$ cat src/rtl/usb_irq_pkg.sv
// package: register map, field positions, reset values and carriers
// for the usb function interrupt status block.
// assumes a 32-bit apb slave with 12 address bits.
package usb_irq_pkg;

	localparam int          ADDR_W        = 12;
	localparam int          DATA_W        = 32;
	localparam int          EP_CNT        = 9;

	// printed offsets are not all word aligned: they are word indices
	localparam logic [31:0] IDX_STATUS_ZERO   = 32'hFFFFFE10;
	localparam logic [31:0] IDX_STATUS_ONE    = 32'hFFFFFE11;
	localparam logic [31:0] IDX_CLEAR_ZERO    = 32'hFFFFFE14;
	localparam logic [31:0] IDX_CLEAR_ONE     = 32'hFFFFFE15;
	localparam logic [31:0] IDX_DMA_ENABLE    = 32'hFFFFFE18;
	localparam logic [31:0] IDX_DMA_STATUS    = 32'hFFFFFE19;
	localparam logic [31:0] IDX_EP_STATUS_TWO = 32'hFFFFFE1A;
	localparam logic [31:0] IDX_SET_TARGET    = 32'hFFFFFE1B;

	// endpoints that own a dma channel: 1 to 4, 7, 8
	localparam logic [8:0]  DMA_EP_MASK   = 9'h19E;

	// status zero fields
	localparam int          S0_STALL      = 0;
	localparam int          S0_CLR_FEAT   = 1;
	localparam int          S0_SET_REQ    = 2;
	localparam int          S0_DMA_END    = 3;
	// status one fields
	localparam int          S1_STG        = 2;
	localparam int          S1_SUCCESS    = 3;
	localparam int          S1_TX_DONE    = 5;
	localparam int          S1_IN_NAK     = 6;
	localparam int          S1_ZERO_BIT   = 7;

	localparam logic [7:0]  STATUS_ZERO_RST = 8'h00;
	localparam logic [7:0]  STATUS_ONE_RST  = 8'h00;
	localparam logic [7:0]  S0_IMPL_MASK    = 8'h0F;
	localparam logic [7:0]  S1_IMPL_MASK    = 8'h6C;
	localparam logic [8:0]  DMA_ENABLE_RST  = 9'h000;

	// one-cycle event pulses and levels from the usb protocol engine
	typedef struct packed {
		logic [8:0] dma_tc;          // terminal count per endpoint
		logic       auto_set_done;   // status stage of auto set request done
		logic       set_feature_ep;  // set_feature endpoint received
		logic       clear_feat_done; // status stage of auto clear_feature done
		logic       ep_stall;        // any endpoint stalled
		logic       setup_token;     // setup token received
		logic       ep0_mask_req;    // ep0 set/clear_feature, get_status or fw request
		logic       ep0_halt;        // ep0 halt feature level
		logic       stage_status;    // control transfer entered status stage
		logic       stage_success;   // status stage completed
		logic       ep0_in_token;    // in token on ep0
		logic       ep0_in_nak;      // ep0 in token answered by nak
		logic       ep0_nak_ctrl;    // nak control bit written to one
		logic       ep0_tx_ack;      // host acknowledged ep0 data
		logic       ep0_wbuf_write;  // write access to ep0 write buffer
		logic       clr_target_read; // clear-request target register read
	} usb_events_t;

	typedef struct packed {
		logic [8:0] dma_req;
		logic       ep0_tx_send;
	} usb_controls_t;

endpackage

$ cat src/rtl/usb_irq_status.sv
// usb function interrupt status flags with apb register access.
// assumes event inputs are synchronous one-cycle pulses from the
// protocol engine running on clock_i.
//
// Overview of operation
// RULE1 - dma terminal count on endpoints 1-4,7,8 sets dma end flag bit 3
// RULE2 - dma end drops that endpoint's dma request until firmware re-enables it
// RULE3 - reading the dma status register leaves dma end flag set
// RULE4 - auto set_configuration/set_feature status stage sets flag bit 2
// RULE5 - firmware must read set target register or later set events stay silent
// RULE6 - reading set target register leaves the set request flag set
// RULE7 - set_feature endpoint also sets the endpoint stall flag
// RULE8 - auto clear_feature status stage sets clear feature flag bit 1
// RULE9 - reading clear target register leaves clear feature flag set
// RULE10 - any endpoint stall, firmware caused too, sets stall flag bit 0
// RULE11 - stall flag survives clear_feature, set_interface, set_configuration, setup
// RULE12 - endpoint status two bit 0 reads zero between masking request and next setup
// RULE13 - any change of status register one raises interrupt line zero
// RULE14 - writing zero to a clear register one bit clears that status bit
// RULE15 - status stage and success flags clear on the next setup token
// RULE16 - all status zero and one sources are ored onto one interrupt
// RULE17 - firmware rechecks status and clears remaining bits one by one
// RULE18 - status one is read-only, byte wide, resets to 00h, bit 7 zero
// RULE19 - ep0 in token answered with nak sets flag bit 6
// RULE20 - ep0 data goes out on the in token after nak control is set
// RULE21 - host receipt of ep0 data, null packet too, sets flag bit 5
// RULE22 - first write to ep0 write buffer clears transmit done flag
`timescale 1ns/1ps

module usb_irq_status
	import usb_irq_pkg::*;
#(
	parameter logic [8:0] DMA_EPS = DMA_EP_MASK
) (
	input  wire logic                        clock_i,
	input  wire logic                        rst_i,
	input  wire logic                        psel_i,
	input  wire logic                        penable_i,
	input  wire logic                        pwrite_i,
	input  wire logic [usb_irq_pkg::ADDR_W-1:0] paddr_i,
	input  wire logic [usb_irq_pkg::DATA_W-1:0] pwdata_i,
	input  wire logic [3:0]                  pstrb_i,
	output logic      [usb_irq_pkg::DATA_W-1:0] prdata_o,
	output logic                             pready_o,
	output logic                             pslverr_o,
	input  wire usb_irq_pkg::usb_events_t    events_i,
	output usb_irq_pkg::usb_controls_t       controls_o,
	output logic                             usb_irq_line_zero_o
);
	import usb_irq_pkg::*;

	localparam logic [9:0] A_S0  = IDX_STATUS_ZERO[9:0];
	localparam logic [9:0] A_S1  = IDX_STATUS_ONE[9:0];
	localparam logic [9:0] A_C0  = IDX_CLEAR_ZERO[9:0];
	localparam logic [9:0] A_C1  = IDX_CLEAR_ONE[9:0];
	localparam logic [9:0] A_DEN = IDX_DMA_ENABLE[9:0];
	localparam logic [9:0] A_DST = IDX_DMA_STATUS[9:0];
	localparam logic [9:0] A_EP2 = IDX_EP_STATUS_TWO[9:0];
	localparam logic [9:0] A_SET = IDX_SET_TARGET[9:0];

	logic [7:0]  status_zero_q;
	logic [7:0]  status_zero_d;
	logic [7:0]  status_one_q;
	logic [7:0]  status_one_d;
	logic [8:0]  dma_enable_q;
	logic [8:0]  dma_req_q;
	logic [8:0]  dma_done_q;
	logic        set_target_pending_q;
	logic        ep0_mask_q;
	logic        nak_armed_q;
	logic        tx_send_q;
	logic        wbuf_written_q;
	logic        irq_q;
	logic [31:0] prdata_q;
	logic        pready_q;
	logic        pslverr_q;

	logic [9:0]  word_addr;
	logic        setup_phase;
	logic        access_done;
	logic        wr_c0;
	logic        wr_c1;
	logic        wr_den;
	logic        rd_set;
	logic        mapped;
	logic        read_only;
	logic [7:0]  set_zero;
	logic [7:0]  set_one;
	logic [7:0]  keep_zero;
	logic [7:0]  keep_one;
	logic [8:0]  dma_tc_valid;

	assign word_addr   = paddr_i[11:2];
	assign setup_phase = psel_i & ~penable_i;
	assign access_done = psel_i & penable_i & pready_q;

	// byte lane 0 carries the 8-bit registers
	assign wr_c0  = access_done & pwrite_i & pstrb_i[0] & (word_addr == A_C0) & ~pslverr_q;
	assign wr_c1  = access_done & pwrite_i & pstrb_i[0] & (word_addr == A_C1) & ~pslverr_q;
	assign wr_den = access_done & pwrite_i & (word_addr == A_DEN) & ~pslverr_q;
	assign rd_set = access_done & ~pwrite_i & (word_addr == A_SET);

	always_comb begin
		mapped    = 1'b0;
		read_only = 1'b0;
		unique case (word_addr)
			A_S0, A_S1, A_DST, A_EP2, A_SET: begin
				mapped    = 1'b1;
				read_only = 1'b1;
			end
			A_C0, A_C1, A_DEN: begin
				mapped = 1'b1;
			end
			default: begin
				mapped = 1'b0;
			end
		endcase
	end

	assign dma_tc_valid = events_i.dma_tc & DMA_EPS;

	// status zero: sources set, clear register writes of zero clear
	always_comb begin
		set_zero = 8'h00;
		set_zero[S0_DMA_END]  = |dma_tc_valid; // RULE1
		// a pending unread set target suppresses the next set event
		set_zero[S0_SET_REQ]  = events_i.auto_set_done & ~set_target_pending_q; // RULE4 RULE5
		set_zero[S0_CLR_FEAT] = events_i.clear_feat_done; // RULE8
		set_zero[S0_STALL]    = events_i.ep_stall | events_i.set_feature_ep; // RULE7 RULE10
		keep_zero = wr_c0 ? pwdata_i[7:0] : 8'hFF;
		// reads and setup/standard requests never clear these
		status_zero_d = ((status_zero_q & keep_zero) | set_zero) & S0_IMPL_MASK; // RULE3 RULE6 RULE9 RULE11
	end

	// status one: set wins over all three clear sources (clear write, setup token, buffer write)
	always_comb begin
		set_one  = 8'h00;
		keep_one = wr_c1 ? pwdata_i[7:0] : 8'hFF; // RULE14
		set_one[S1_IN_NAK]  = events_i.ep0_in_nak; // RULE19
		set_one[S1_TX_DONE] = events_i.ep0_tx_ack; // RULE21
		set_one[S1_SUCCESS] = events_i.stage_success;
		set_one[S1_STG]     = events_i.stage_status;
		if (events_i.setup_token) begin
			keep_one[S1_SUCCESS] = 1'b0; // RULE15
			keep_one[S1_STG]     = 1'b0; // RULE15
		end
		if (events_i.ep0_wbuf_write && !wbuf_written_q) begin
			keep_one[S1_TX_DONE] = 1'b0; // RULE22
		end
		status_one_d = ((status_one_q & keep_one) | set_one) & S1_IMPL_MASK;
		status_one_d[S1_ZERO_BIT] = 1'b0; // RULE18
	end

	always_ff @(posedge clock_i or posedge rst_i) begin
		if (rst_i) begin
			status_zero_q <= STATUS_ZERO_RST;
			status_one_q  <= STATUS_ONE_RST; // RULE18
		end else begin
			status_zero_q <= status_zero_d;
			status_one_q  <= status_one_d;
		end
	end

	// single interrupt: or of every source, so a new event in register
	// one, or any still-set source, keeps the line active
	always_ff @(posedge clock_i or posedge rst_i) begin
		if (rst_i) begin
			irq_q <= 1'b0;
		end else begin
			irq_q <= (|status_zero_d) | (|status_one_d); // RULE13 RULE16 RULE17
		end
	end

	// unread set target register blocks later set interrupts
	always_ff @(posedge clock_i or posedge rst_i) begin
		if (rst_i) begin
			set_target_pending_q <= 1'b0;
		end else if (set_zero[S0_SET_REQ]) begin
			set_target_pending_q <= 1'b1; // RULE5
		end else if (rd_set) begin
			set_target_pending_q <= 1'b0; // RULE5
		end
	end

	// dma enables written by firmware; terminal count withdraws request
	always_ff @(posedge clock_i or posedge rst_i) begin
		if (rst_i) begin
			dma_enable_q <= DMA_ENABLE_RST;
		end else if (wr_den) begin
			dma_enable_q <= pwdata_i[8:0] & DMA_EPS;
		end else begin
			dma_enable_q <= dma_enable_q & ~dma_tc_valid; // RULE2
		end
	end

	// per-endpoint request and last-finished record
	genvar ep;
	generate
		for (ep = 0; ep < EP_CNT; ep++) begin : g_dma
			always_ff @(posedge clock_i or posedge rst_i) begin
				if (rst_i) begin
					dma_req_q[ep]  <= 1'b0;
					dma_done_q[ep] <= 1'b0;
				end else begin
					if (dma_tc_valid[ep]) begin
						dma_req_q[ep]  <= 1'b0; // RULE2
						dma_done_q[ep] <= 1'b1;
					end else begin
						dma_req_q[ep] <= dma_enable_q[ep] & DMA_EPS[ep]; // RULE2
						if (wr_den && pwdata_i[ep]) begin
							dma_done_q[ep] <= 1'b0;
						end
					end
				end
			end
		end
	endgenerate

	// ep0 halt masking window for endpoint status two bit 0
	always_ff @(posedge clock_i or posedge rst_i) begin
		if (rst_i) begin
			ep0_mask_q <= 1'b0;
		end else if (events_i.ep0_mask_req) begin
			ep0_mask_q <= 1'b1; // RULE12
		end else if (events_i.setup_token) begin
			ep0_mask_q <= 1'b0; // RULE12
		end
	end

	// ep0 transmit: data leaves on the in token after nak control set
	always_ff @(posedge clock_i or posedge rst_i) begin
		if (rst_i) begin
			nak_armed_q <= 1'b0;
			tx_send_q   <= 1'b0;
		end else begin
			tx_send_q <= nak_armed_q & events_i.ep0_in_token; // RULE20
			if (events_i.ep0_nak_ctrl) begin
				nak_armed_q <= 1'b1; // RULE20
			end else if (events_i.ep0_in_token) begin
				nak_armed_q <= 1'b0;
			end
		end
	end

	// only the first buffer write after a completed send clears the flag
	always_ff @(posedge clock_i or posedge rst_i) begin
		if (rst_i) begin
			wbuf_written_q <= 1'b0;
		end else if (events_i.ep0_tx_ack) begin
			wbuf_written_q <= 1'b0; // RULE22
		end else if (events_i.ep0_wbuf_write) begin
			wbuf_written_q <= 1'b1; // RULE22
		end
	end

	// apb slave: answer prepared in setup, ready in the access cycle
	always_ff @(posedge clock_i or posedge rst_i) begin
		if (rst_i) begin
			pready_q  <= 1'b0;
			pslverr_q <= 1'b0;
			prdata_q  <= 32'h0000_0000;
		end else if (setup_phase) begin
			pready_q  <= 1'b1;
			pslverr_q <= ~mapped | (pwrite_i & read_only); // RULE18
			prdata_q  <= 32'h0000_0000;
			if (!pwrite_i) begin
				unique case (word_addr)
					A_S0:    prdata_q[7:0] <= status_zero_q; // RULE3
					A_S1:    prdata_q[7:0] <= status_one_q; // RULE18
					A_DEN:   prdata_q[8:0] <= dma_enable_q;
					A_DST:   prdata_q[8:0] <= dma_done_q;
					A_EP2:   prdata_q[0]   <= events_i.ep0_halt & ~ep0_mask_q; // RULE12
					A_SET:   prdata_q[0]   <= set_target_pending_q;
					default: prdata_q      <= 32'h0000_0000;
				endcase
			end
		end else begin
			pready_q  <= 1'b0;
			pslverr_q <= pslverr_q & psel_i & penable_i & ~pready_q;
		end
	end

	assign prdata_o              = prdata_q;
	assign pready_o              = pready_q;
	assign pslverr_o             = pslverr_q;
	assign usb_irq_line_zero_o   = irq_q;
	assign controls_o            = {dma_req_q, tx_send_q};

endmodule // usb_irq_status

$ cat config.mk
export PLATFORM = sky130hd
export DESIGN_NAME = usb_irq_status
export DESIGN_NICKNAME = d
export VERILOG_FILES = /design/src/rtl/usb_irq_pkg.sv /design/src/rtl/usb_irq_status.sv
export SDC_FILE = /design/constraint.sdc
export NUM_CORES = 1
export LEC_CHECK = 0
export ABC_AREA = 1
export ABC_CLOCK_PERIOD_IN_PS = 1400
export BUFFER_PORTS_ARGS = -buffer_cell sky130_fd_sc_hd__buf_2
export CAP_MARGIN = 20
export CORE_MARGIN = 3
export CORE_UTILIZATION = 40
export CTS_CLUSTER_DIAMETER = 50
export DETAILED_ROUTE_END_ITERATION = 8
export MAX_ROUTING_LAYER = met4
export PLACE_DENSITY_LB_ADDON = 0.12
export SLEW_MARGIN = 10
export SYNTH_ARGS = -nofsm -noshare
export SYNTH_HDL_FRONTEND = slang
export SYNTH_SLANG_ARGS = --single-unit
$ cat constraint.sdc
create_clock -name clock_i -period 1.4 [get_ports clock_i]
set_clock_uncertainty 0.2 [all_clocks]
set_input_delay 0.14 -clock clock_i [delete_from_list [all_inputs] [get_ports clock_i]]
set_output_delay 0.14 -clock clock_i [all_outputs]
set_load 0.1 [all_outputs]
* Yosys cells after proc, flatten, opt, wreduce, memory -nomap -nowiden *
Index checks and enable logic that the tools add are counted.

storage, ports and cells
  register bits after elaboration = 69
  bits of input ports = 77

operators by class
  equal/unequal tests = 8
  multiplexer cells = 39
  reductions and logical operators = 23
  bitwise gates (word level) = 36

operators by type and width
  cell                                    number
  == test 10 bit (second input constant)  8
  two-way mux 1 bit                       31
  one-hot mux 7 bit (4 select lines)      1
  bitwise AND 1 bit                       20
  nonzero test 2 bit                      10
  two-way mux 9 bit                       2
  bitwise AND 9 bit                       1
  NOT 9 bit                               1
  OR reduction 4 bit                      2
  OR reduction 8 bit                      1
  bitwise AND 7 bit                       1
  logical AND 1 bit                       7
  two-way mux 7 bit                       1
  NOT 1 bit                               7
  OR 7 bit                                1
  OR reduction 6 bit                      1
  OR reduction 5 bit                      1
  bitwise AND 4 bit                       1
  two-way mux 4 bit                       1
  OR 4 bit                                1
  one-hot mux 1 bit (4 select lines)      1
  OR 1 bit                                3
  two-way mux 2 bit                       1
  one-hot mux 1 bit (2 select lines)      1
  logical NOT 1 bit                       1

* Longest topological paths before layout *
Gate-level depths: netlist of the first run.

  depth after elaboration = 12
  mapped depth = 10
  depth with buffers taken out = 10

* Least setup slack after synthesis of the first run *
OpenSTA, ideal clock, no wires.

  path kind = register -> register
  start point = register pready_q (netlist: pready_o)
  end point = register irq_q (netlist: usb_irq_line_zero_o)
  stages on the path, launching flop included = 8
  data arrival time = 1,893 ps
  library setup time = 119 ps
  data required time = 1,081 ps
  buffers on the path = 0
  period minus slack after synthesis = 2,212 ps
  slack = -812 ps
  path through = dfrtp_1 > nand4_1 > nor2_4 > nand3_1 > a21oi_2 > nand2_1 > nor2_1 > nand2_1

on the way
  word-level cells in the longest chain between the ends = 11
  elaborated cells on any way between the ends = 18
  those cells by class = mux: 4; bitwise: 12; reduce/logical: 2

RTL lines
  what                                                    RTL line                                      source
  start, declared                                         usb_irq_status.sv:75                          logic pready_q;
  start signal, assigned                                  usb_irq_status.sv:259                         pready_q <= 1'b0;
  start signal, assigned                                  usb_irq_status.sv:263                         pready_q <= 1'b1;
  start signal, assigned                                  usb_irq_status.sv:278                         pready_q <= 1'b0;
  bitwise AND 1 bit (*)                                   usb_irq_status.sv:95                          assign access_done = psel_i & penable_i & pready_q;
  bitwise AND 1 bit (*) (2 in series)                     usb_irq_status.sv:98, usb_irq_status.sv:99
  bitwise AND 1 bit (2 in series)                         usb_irq_status.sv:99                          assign wr_c1 = access_done & pwrite_i & pstrb_i[0] & (word_addr == A_C1) & ~pslverr_q;
  two-way mux 7 bit                                       usb_irq_status.sv:138                         keep_one = wr_c1 ? pwdata_i[7:0] : 8'hFF;
  two-way mux 2 bit or two-way mux 1 bit (tied branches)  usb_irq_status.sv:143, usb_irq_status.sv:147
  bitwise AND 7 bit                                       usb_irq_status.sv:150                         status_one_d = ((status_one_q & keep_one) | set_one) & S1_IMPL_MASK;
  OR 7 bit                                                usb_irq_status.sv:150
  OR reduction 4 bit                                      usb_irq_status.sv:170                         irq_q <= (|status_zero_d) | (|status_one_d);
  OR 1 bit (*)                                            usb_irq_status.sv:170
  end signal, assigned                                    usb_irq_status.sv:170
  end, declared                                           usb_irq_status.sv:73                          logic irq_q;

Mark *: on every way between the ends. The rest lies on a longest branch, timed or not.
A chain may end at the register's enable or synchronous reset.

* Worst setup path after layout of the first run *
  start point = register pready_q (netlist: pready_o)
  end point = register dma_done_q[4]

on the way
  word-level cells in the longest chain between the ends = 6

RTL lines
  what                                 RTL line               source
  bitwise AND 1 bit                    usb_irq_status.sv:95
  bitwise AND 1 bit (3 in series)      usb_irq_status.sv:100  assign wr_den = access_done & pwrite_i & (word_addr == A_DEN) & ~pslverr_q;
  logical AND 1 bit                    usb_irq_status.sv:210  if (wr_den && pwdata_i[ep]) begin
  nonzero test 2 bit (no source line)  --
  end signal, assigned by index        usb_irq_status.sv:203  dma_done_q[ep] <= 1'b0;
  end signal, assigned by index        usb_irq_status.sv:207  dma_done_q[ep] <= 1'b1;
  end signal, assigned by index        usb_irq_status.sv:211  dma_done_q[ep] <= 1'b0;
  end, declared                        usb_irq_status.sv:67   logic [8:0] dma_done_q;

No other way between the ends.

==> results.py, run 1 <==
metrics = {
    "routing": {
        "vias_per_cell": 4.45,
        "wl_per_cell_um": 12.6,
        "drtAntennaViolNets": 0,
        "dr.pass1.iters": 4,
        "num_vias": 2065,
        "drt_iter0_markers": 93,
        "drt-total-wl_um": 5840,
        "drc_errors": 0,
    },
    "sta": {
        "tns_ps": -3480,
        "fin_ws_ps": -257,
        "hold_viol": 1,
        "min_period_over_period_pct": 118,
        "drv_slew": 0,
        "setup_viol": 22,
        "whs_ps": -71.6,
        "fin_crit_ps": 1660,
        "rsz0062_at_grt": "true",
        "max_freq_mhz": 604,
    },
    "cts": {
        "hold_buffers": 25,
        "cts-root-buf": "clkbuf_8",
        "cts_buffer_depth": 2,
        "cts.clk_slew.worst_paths_ps": 80,
        "cts_buffers": 5,
        "clock_latency_ps": 290,
        "cts.sinks": 43,
        "cts_tree": "yes",
        "h-tree-depth": 2,
    },
    "layout": {
        "fill_cells": 434,
        "drive_above_1_share_pct": 35.5,
        "layout_commonest_cell": "inv_1",
        "mostFrequentLayoutCells": "inv_1, nand2_1, buf_2",
        "nNetsFinal": 470,
        "area_growth_pct": 56.8,
        "diodes": 0,
    },
    "worst_setup_path": {
        "crit_type": "reg2reg",
        "end_kind": "flop",
        "r2r-end": "dma_done_q[4]",
        "start_kind": "flop",
        "rrSetupSlack_ps": -260,
        "crit_end": "dma_done_q[4]",
        "worstPathMaxFanout": 4,
        "crit_required_ps": 1380,
        "arrival_ps": 1640,
        "crit_start": "pready_o",
        "regToRegStartpoint": "pready_o",
        "r2r_cells": 7,
    },
    "outcome": {
        "status": "finished with violations",
        "violations": "negative hold slack, negative setup slack",
    },
    "synthesis": {
        "synth.distinct_cells": 27,
        "synth_top_area_share_pct": 47.8,
        "yosysWarnings": 0,
        "yosysTopAreaCell": "dfrtp_1",
        "avgSynthCellArea_sq_um": 8.21,
        "synth_area_leaders": "dfrtp_1, buf_4, nand2_1",
        "yosysSeqAreaShare_pct": 47.8,
        "syn_area_sq_mm": 0.00225,
        "syn-instance-count": 274,
        "synth_seq_cells": 43,
    },
    "place": {
        "port-buffer-count": 63,
        "place.gp.congestion": 0.842,
        "dpl.hpwl_um": 4160,
    },
    "global_routing": {
        "antenna_found_initial": 0,
        "grt_pass1_vias": 1962,
        "grt.overflow.total": 0,
        "grt_max_degree": 44,
        "grt_pass1_wl_um": 9000,
        "grt.total_usage_pct": 18.3,
    },
    "floorplan": {
        "die_h_um": 81.0,
        "fp.dieW_um": 81.0,
        "dieArea_sq_mm": 0.00656,
        "core.rowCount": 26,
        "core_sq_mm": 0.00527,
        "initial_core_util_pct": 42.7,
        "num_io_pins": 122,
    },
    "min_path": {
        "min-delay-start": "events_i[11]",
        "whs_path_depth": 4,
        "worstHoldPathType": "in2reg",
    },
    "power": {
        "leakage_nw": 1.71,
        "powerDensity_mw_per_mm2": 782,
        "power.total_mw": 2.76,
        "ir_drop_mv": 0.745,
    },
    "run": {
        "cap_violations": 0,
    },
}
through the flow:
stage | cells | utilization, % | cell area, sq um | setup WS (ps) | hold slack, ps
floorplan | 299 | - | 2370 | -351 | 6.41
global placement | 426 | 57.3 | 3020 | -192 | -3.56
detailed placement | 426 | 57.3 | 3020 | -207 | -6.76
CTS | 460 | 64.2 | 3390 | -196 | -77.1
global route | 464 | 67.0 | 3530 | -328 | -49.3
finish | 464 | 67.0 | 3530 | -257 | -71.6
logic make-up (layout without fill, tap and decap cells):
family                 count (synthesis)  after routing  share of synthesized area, %
DFF                                   43             43                          47.8
AOI/OAI and AO/OA                     44             44                          11.5
other                                  1             26                         0.167
buffers and inverters                 79            174                          17.7
and+or+nand+nor                      107            107                          22.8
flip-flops by register name (all words and copies together) (netlist names):
signal,flops
set_target_pending_q,1
usb_irq_line_zero_o,1
status_one_q,4
dma_enable_q,6
ep0_mask_q,1
tx_send_q,1
wbuf_written_q,1
pready_o,1
status_zero_q,4
nak_armed_q,1
prdata_o,9
controls_o,6
dma_done_q,6
pslverr_o,1
worst max-delay path, stage by stage (launching register included):
cell and delay (ps):
dfrtp_4 410, nand4_1 140, buf_4 190, nor2_4 100, nand3_4 140, clkbuf_16 200
o21ai_2 100, nand2_1 50
worst min-delay path by stage:
stage	end	slack (ps)
floorplan	wbuf_written_q	6
global placement	prdata_o[6]	-4
detailed placement	prdata_o[7]	-7
CTS	status_zero_q[0]	-80
global route	status_zero_q[0]	-50
finish	status_zero_q[0]	-70
synthesized netlist by cell type, drive strengths merged:
cell,number
o21bai,2
a22o,1
or2,1
buf,28
nor3,1
conb,1
o32a,1
a21o,1
o21ai,27
nor2,31
nand4,4
nor3b,1
dfrtp,43
nand3,15
o31ai,1
clkinv,1
inv,50
a21oi,11
nand3b,1
nand2,53
repair_timing:
action	4_1_cts	5_1_grt
endpoints found under the setup margin	22	23
endpoints found under the hold margin	73	1
pin swaps	0	1
gates cloned	0	3
resized for setup	5	20
buffers inserted	1	1
layout make-up:
| type | count | area, sq um | area share [%] |
|---|---|---|---|
| Clock buffer | 7 | 86.3 | 2.45 |
| Clock inverter | 1 | 5.00 | 0.142 |
| Inverter | 51 | 191 | 5.42 |
| Multi-Input combinational cell | 177 | 968 | 27.4 |
| Sequential cell | 43 | 1080 | 30.7 |
| Tap cell | 70 | 87.6 | 2.48 |
| Timing Repair Buffer | 115 | 1110 | 31.4 |
report_power, final:
group / internal [mW] / leakage [nW] / switching (mW)
Clock: 0.398 / 0.0482 / 0.414
Sequential: 1.26 / 0.508 / 0.00856
Combinational: 0.176 / 1.16 / 0.502
Total: 1.84 / 1.71 / 0.924
per-layer routing:
metal | up-vias | track usage, % | routed length [um]
met5 | - | - | 0
met4 | 0 | 4.05 | 47
met3 | 6 | 3.44 | 301
met2 | 65 | 29.8 | 2930
met1 | 959 | 23.9 | 2560
li1 | 1035 | - | -
Power figures use the tool's default switching activity.
==> run 2, diff against run 1 <==
--- a/config.mk
+++ b/config.mk
@@ -5,12 +5,11 @@
 export SDC_FILE = /design/constraint.sdc
 export NUM_CORES = 1
 export LEC_CHECK = 0
-export ABC_AREA = 1
 export ABC_CLOCK_PERIOD_IN_PS = 1400
-export BUFFER_PORTS_ARGS = -buffer_cell sky130_fd_sc_hd__buf_2
+export BUFFER_PORTS_ARGS = -buffer_cell sky130_fd_sc_hd__clkbuf_2
 export CAP_MARGIN = 20
 export CORE_MARGIN = 3
-export CORE_UTILIZATION = 40
+export CORE_UTILIZATION = 39
 export CTS_CLUSTER_DIAMETER = 50
 export DETAILED_ROUTE_END_ITERATION = 8
 export MAX_ROUTING_LAYER = met4
==> results.py, run 2 <==
metrics = {
    "synthesis": {
        "synth_top_area_share_pct": 50.7,
        "yosysWarnings": 0,
        "yosysTopAreaCell": "dfrtp_1",
        "synth.distinct_cells": 40,
        "syn_area_sq_mm": 0.00212,
        "synth_area_leaders": "dfrtp_1, buf_4, nand2_1",
        "synthArstFlopShare_pct": 100,
        "synth_edf_count": 0,
        "synth_seq_cells": 43,
        "avgSynthCellArea_sq_um": 10.5,
        "yosysSeqAreaShare_pct": 50.7,
        "synthFlopType": "dfrtp_1",
        "syn-instance-count": 202,
        "yosys-top-cells-count": "dfrtp_1, buf_4, nand2_1",
        "synth_most_common_cell": "dfrtp_1",
    },
    "sta": {
        "fin_ws_ps": -985,
        "drv_slew": 0,
        "max_freq_mhz": 419,
        "whs_ps": -53.8,
        "rsz0062_at_grt": "true",
        "setup_viol": 30,
        "tns_ps": -14460,
        "fin_crit_ps": 2390,
        "hold_viol": 4,
        "min_period_over_period_pct": 170,
    },
    "global_routing": {
        "grt_max_degree": 44,
        "grt_pass1_vias": 1834,
        "grt_pass1_wl_um": 8740,
        "antenna_found_initial": 0,
        "grt.overflow.total": 0,
        "grt.total_usage_pct": 18.4,
    },
    "layout": {
        "drive_above_1_share_pct": 42.1,
        "finalInstanceArea_sq_mm": 0.00343,
        "layout_commonest_cell": "clkbuf_2",
        "largest_reg_flops": 9,
        "area_growth_pct": 61.6,
        "nNetsFinal": 404,
        "diodes": 0,
        "mostFrequentLayoutCells": "clkbuf_2, dfrtp_1, buf_4",
    },
    "floorplan": {
        "core_sq_mm": 0.00517,
        "die_h_um": 79.7,
        "num_io_pins": 122,
        "core.rowCount": 26,
        "fp.dieW_um": 79.7,
        "dieArea_sq_mm": 0.00636,
        "initial_core_util_pct": 41.0,
    },
    "routing": {
        "drt_iter0_markers": 70,
        "vias_per_cell": 4.69,
        "drc_errors": 0,
        "num_vias": 1868,
        "drt-total-wl_um": 5370,
        "drtAntennaViolNets": 0,
        "wl_per_cell_um": 13.5,
        "dr.pass1.iters": 4,
    },
    "power": {
        "p_comb_share_pct": 25.9,
        "switchingPower_mw": 0.942,
        "powerDensity_mw_per_mm2": 807,
        "leakage_nw": 1.60,
        "switching_share_pct": 34.0,
        "ir_drop_mv": 0.454,
        "intPower_mw": 1.82,
        "seqPwrFrac_pct": 46.1,
        "clockPowerShare_pct": 28.0,
    },
    "cts": {
        "cts.sinks": 43,
        "clock_latency_ps": 300,
        "cts_tree": "yes",
        "cts-root-buf": "clkbuf_8",
        "hold_buffers": 17,
        "h-tree-depth": 2,
        "cts.clk_slew.worst_paths_ps": 80,
        "cts_buffers": 5,
        "cts_buffer_depth": 2,
    },
    "outcome": {
        "status": "finished with violations",
        "violations": "negative hold slack, negative setup slack",
    },
    "worst_setup_path": {
        "crit_chain": "nand3_4, nor4_4, buf_4, a31oi_1, or4_1, or4b_1",
        "crit_type": "reg2reg",
        "arrival_ps": 2350,
        "max_stage_delay_ps": 520,
        "slowest_stage": "or4_1",
        "worstPathMaxFanout": 5,
        "start_kind": "flop",
        "worst-path-buf-inv": 1,
        "critPathTopFamily": "simple AND/OR/NAND/NOR gates",
        "end_kind": "flop",
        "crit_required_ps": 1370,
    },
    "min_path": {
        "worstHoldPathType": "in2reg",
    },
    "place": {
        "dpl.hpwl_um": 3820,
        "port-buffer-count": 63,
        "place_area_sq_mm": 0.00303,
        "place.gp.congestion": 0.826,
    },
    "run": {
        "cap_violations": 0,
    },
}
==> run 2: changes by cell type after synthesis, sizes merged, moves of 6 or more <==
cell   change
a31oi      +7
inv       -42
nand2     -34
nor2      -21
a21o       +7
mux2       +6
o21ai     -21
nor2b      +8
nand3     -12
==> run 2: cell families after synthesis <==
kind of cell           synth area share, %
buffers and inverters                 12.1
muxes                                 7.20
other                                0.177
DFF                                   50.7
AOI/OAI and AO/OA                     10.6
and+or+nand+nor                       19.2
==> run 2: final timing paths <==
kind / cells after the start / slack [ps] / end / startpoint
hold / removal: 3 / -50 / status_one_q[2] / events_i[7]
hold reg to reg: 1 / 280 / dma_done_q[3] / dma_done_q[3]
setup / recovery: 6 / -990 / usb_irq_line_zero_o / pready_o
setup reg to reg: 6 / -990 / usb_irq_line_zero_o / pready_o
max in group asynchronous: 4 / 580 / pready_o / rst_i
min in group asynchronous: 4 / 200 / dma_done_q[4] / rst_i
==> run 2: routing by layer <==
metal,share of wire (%),vias to the layer above,track usage (%)
li1,-,896,-
met1,42,898,23.1
met2,51,69,30.8
met3,5.7,5,3.72
met4,0.99,0,4.56
met5,0,-,-
==> run 2: stage by stage <==
step	worst slack [ps]	power [mW]	utilization (%)	instances
after floorplan	-1140	1.81	-	227
after global placement	-1190	1.95	58.5	368
after detailed placement	-1240	1.96	58.5	368
after CTS	-984	2.78	65.7	396
after global routing	-1090	2.87	66.3	398
final	-985	2.77	66.3	398
==> run 2: final cells by class <==
cell class | instances | area (sq um)
inverter | 8 | 30.0
tap | 70 | 87.6
timing repair buffer | 126 | 1150
clock buffer | 6 | 72.6
multi-input combinational | 143 | 988
clock inverter | 2 | 12.5
fill | 402 | 1750
sequential | 43 | 1080
==> run 2: power groups by stage <==
stage          combinational, mW  clock, mW  sequential [mW]
2_1_floorplan              0.484          0             1.32
3_3_place_gp               0.656          0             1.30
3_5_place_dp               0.658          0             1.30
4_1_cts                    0.711      0.796             1.27
5_1_grt                    0.756      0.841             1.28
6_report                   0.716      0.775             1.27
==> run 2: tightest hold or removal path: stages <==
cell and delay, ps:
clkbuf_2 90, a21oi_1 110, a31oi_1 60
==> run 2: timing repair <==
item                                    4_1_cts  5_1_grt
endpoints found under the hold margin        68        3
endpoints found under the setup margin       33       33
cloned                                        1        0
pin swaps                                     8        4
gates resized for setup                      24        4
setup buffers                                 2        2
==> run 3, diff against run 2 <==
--- a/config.mk
+++ b/config.mk
@@ -5,11 +5,11 @@
 export SDC_FILE = /design/constraint.sdc
 export NUM_CORES = 1
 export LEC_CHECK = 0
-export ABC_CLOCK_PERIOD_IN_PS = 1400
+export ABC_CLOCK_PERIOD_IN_PS = 2600
 export BUFFER_PORTS_ARGS = -buffer_cell sky130_fd_sc_hd__clkbuf_2
 export CAP_MARGIN = 20
 export CORE_MARGIN = 3
-export CORE_UTILIZATION = 39
+export CORE_UTILIZATION = 44
 export CTS_CLUSTER_DIAMETER = 50
 export DETAILED_ROUTE_END_ITERATION = 8
 export MAX_ROUTING_LAYER = met4
==> constraint.sdc (replaced) <==
create_clock -name clock_i -period 2.6 [get_ports clock_i]
set_clock_uncertainty 0.2 [all_clocks]
set_input_delay 0.26 -clock clock_i [delete_from_list [all_inputs] [get_ports clock_i]]
set_output_delay 0.26 -clock clock_i [all_outputs]
set_load 0.1 [all_outputs]
==> results.py, run 3 (synthesized netlist as in run 2, its figures left out) <==
metrics = {
    "cts": {
        "clock_latency_ps": 290,
        "cts.sinks": 43,
        "cts.clk_slew.worst_paths_ps": 80,
        "cts_tree": "yes",
        "h-tree-depth": 2,
        "cts-root-buf": "clkbuf_8",
        "cts_buffers": 5,
        "cts_buffer_depth": 2,
    },
    "place": {
        "dpl.hpwl_um": 3570,
        "placed_cells": 318,
        "place.gp.congestion": 0.778,
        "port-buffer-count": 63,
    },
    "layout": {
        "nNetsFinal": 363,
        "layout_commonest_cell": "clkbuf_2",
        "final_cells": 338,
        "utilization_pct": 59.8,
        "drive_above_1_share_pct": 33.9,
        "diodes": 0,
        "area_growth_pct": 26.9,
        "largest_reg_flops": 9,
        "mostFrequentLayoutCells": "clkbuf_2, dfrtp_1, conb_1",
    },
    "floorplan": {
        "num_io_pins": 122,
        "die_h_um": 75.4,
        "core.rowCount": 24,
        "core_sq_mm": 0.00450,
        "dieArea_sq_mm": 0.00569,
        "fp.dieW_um": 75.4,
        "initial_core_util_pct": 47.1,
    },
    "global_routing": {
        "antenna_found_initial": 0,
        "grt.total_usage_pct": 17.9,
        "grt.overflow.total": 0,
        "grt_pass1_wl_um": 7410,
        "grt_max_degree": 25,
        "grt_pass1_vias": 1586,
    },
    "worst_setup_path": {
        "end_kind": "flop",
        "crit_required_ps": 2560,
        "max_stage_delay_ps": 550,
        "critPathTopFamily": "simple AND/OR/NAND/NOR gates",
        "worstPathMaxFanout": 6,
        "crit_start": "pslverr_o",
        "slowest_stage": "or4_1",
        "crit_chain": "nand2b_4, nor4_4, buf_4, a31oi_1, or4_1, or4b_4",
        "regToRegStartpoint": "pslverr_o",
        "rrSetupSlack_ps": 100,
        "arrival_ps": 2460,
        "start_kind": "flop",
        "crit_type": "reg2reg",
        "worst-path-buf-inv": 1,
    },
    "power": {
        "switching_share_pct": 31.4,
        "intPower_mw": 1.03,
        "leakage_nw": 1.32,
        "seqPwrFrac_pct": 45.7,
        "clockPowerShare_pct": 32.8,
        "switchingPower_mw": 0.471,
        "p_comb_share_pct": 21.5,
        "powerDensity_mw_per_mm2": 558,
        "ir_drop_mv": 0.301,
    },
    "min_path": {
        "worstHoldPathType": "in2reg",
        "min-delay-start": "pwdata_i[7]",
    },
    "routing": {
        "dr.pass1.iters": 4,
        "drt_iter0_markers": 87,
        "wl_per_cell_um": 13.7,
        "num_vias": 1650,
        "vias_per_cell": 4.88,
        "drc_errors": 0,
        "drt-total-wl_um": 4640,
        "drtAntennaViolNets": 0,
    },
    "sta": {
        "drv_slew": 0,
        "hold_viol": 0,
        "fin_crit_ps": 2500,
        "setup_viol": 0,
        "max_slew.worst_pin.slew_ps": 908,
        "rsz0062_at_grt": "false",
        "max_freq_mhz": 400,
        "relSlewSlack_pct": 39.4,
        "min_period_over_period_pct": 96.1,
    },
    "run": {
        "cap_violations": 0,
    },
    "outcome": {
        "status": "finished clean",
    },
}
-- run 3: changes by cell type in the layout (fill, tap and decap cells not counted), sizes merged --
cell / change
buf: -55
clkinvlp: -1
clkbuf: +19
bufinv: +1
clkinv: -2
inv: +1
dlygate4sd3: -5
-- run 3: path summary, 6_finish.rpt --
path,end,cells after the start
worst min register to register,prdata_o[6],2
min in group asynchronous,dma_enable_q[8],3
worst max-delay path,usb_irq_line_zero_o,6
worst max register to register,usb_irq_line_zero_o,6
max in group asynchronous,status_zero_q[1],4
worst min-delay path,dma_enable_q[7],2
-- run 3: final cells by class --
| class | instances | area, sq um |
|---|---|---|
| fill | 393 | 1810 |
| tap | 52 | 65.1 |
| timing repair buffer | 85 | 510 |
| sequential | 43 | 1080 |
| inverter | 8 | 30.0 |
| clock buffer | 6 | 72.6 |
| clock inverter | 1 | 30.0 |
| multi-input combinational | 143 | 900 |
-- run 3: routing by layer --
layer,global-route usage (%),vias up,wire length [um]
met5,-,-,0
met4,4.08,0,31
met3,3.96,4,232
met2,28.1,53,2260
met1,23.9,780,2110
li1,-,813,-
-- run 3: timing repair --
action / in CTS / in global routing
setup endpoints to repair: 0 / 1
endpoints found under the hold margin: 39 / 0
setup buffers: 0 / 1
hold buffers: 12 / 0
resized for setup: 0 / 1
-- run 3: metrics by stage --
stage          setup TNS, ps  power, mW  setup WS (ps)  cell area (sq um)  hold WS, ps
6_report                   0       1.50            101               2690         19.4
5_1_grt                    0       1.57           8.69               2690         9.64
4_1_cts                    0       1.52           66.9               2680         10.2
3_5_place_dp           -76.8       1.01          -76.8               2460          246
3_3_place_gp           -82.7       1.01          -82.7               2460          239
2_1_floorplan         -0.381      0.973         -0.381               2230          126
-- run 3: power by group through the flow --
stage | clock (mW) | sequential (mW) | combinational (mW)
3_3_place_gp | 0 | 0.699 | 0.307
4_1_cts | 0.514 | 0.686 | 0.323
5_1_grt | 0.536 | 0.687 | 0.342
3_5_place_dp | 0 | 0.699 | 0.308
2_1_floorplan | 0 | 0.712 | 0.261
6_report | 0.493 | 0.686 | 0.322
-- run 3: worst register-to-register path, cell delays in order (launching register included) --
cell	delay [ps]
dfrtp_4	480
nand2b_4	150
nor4_4	230
buf_4	180
a31oi_1	90
or4_1	550
or4b_4	490
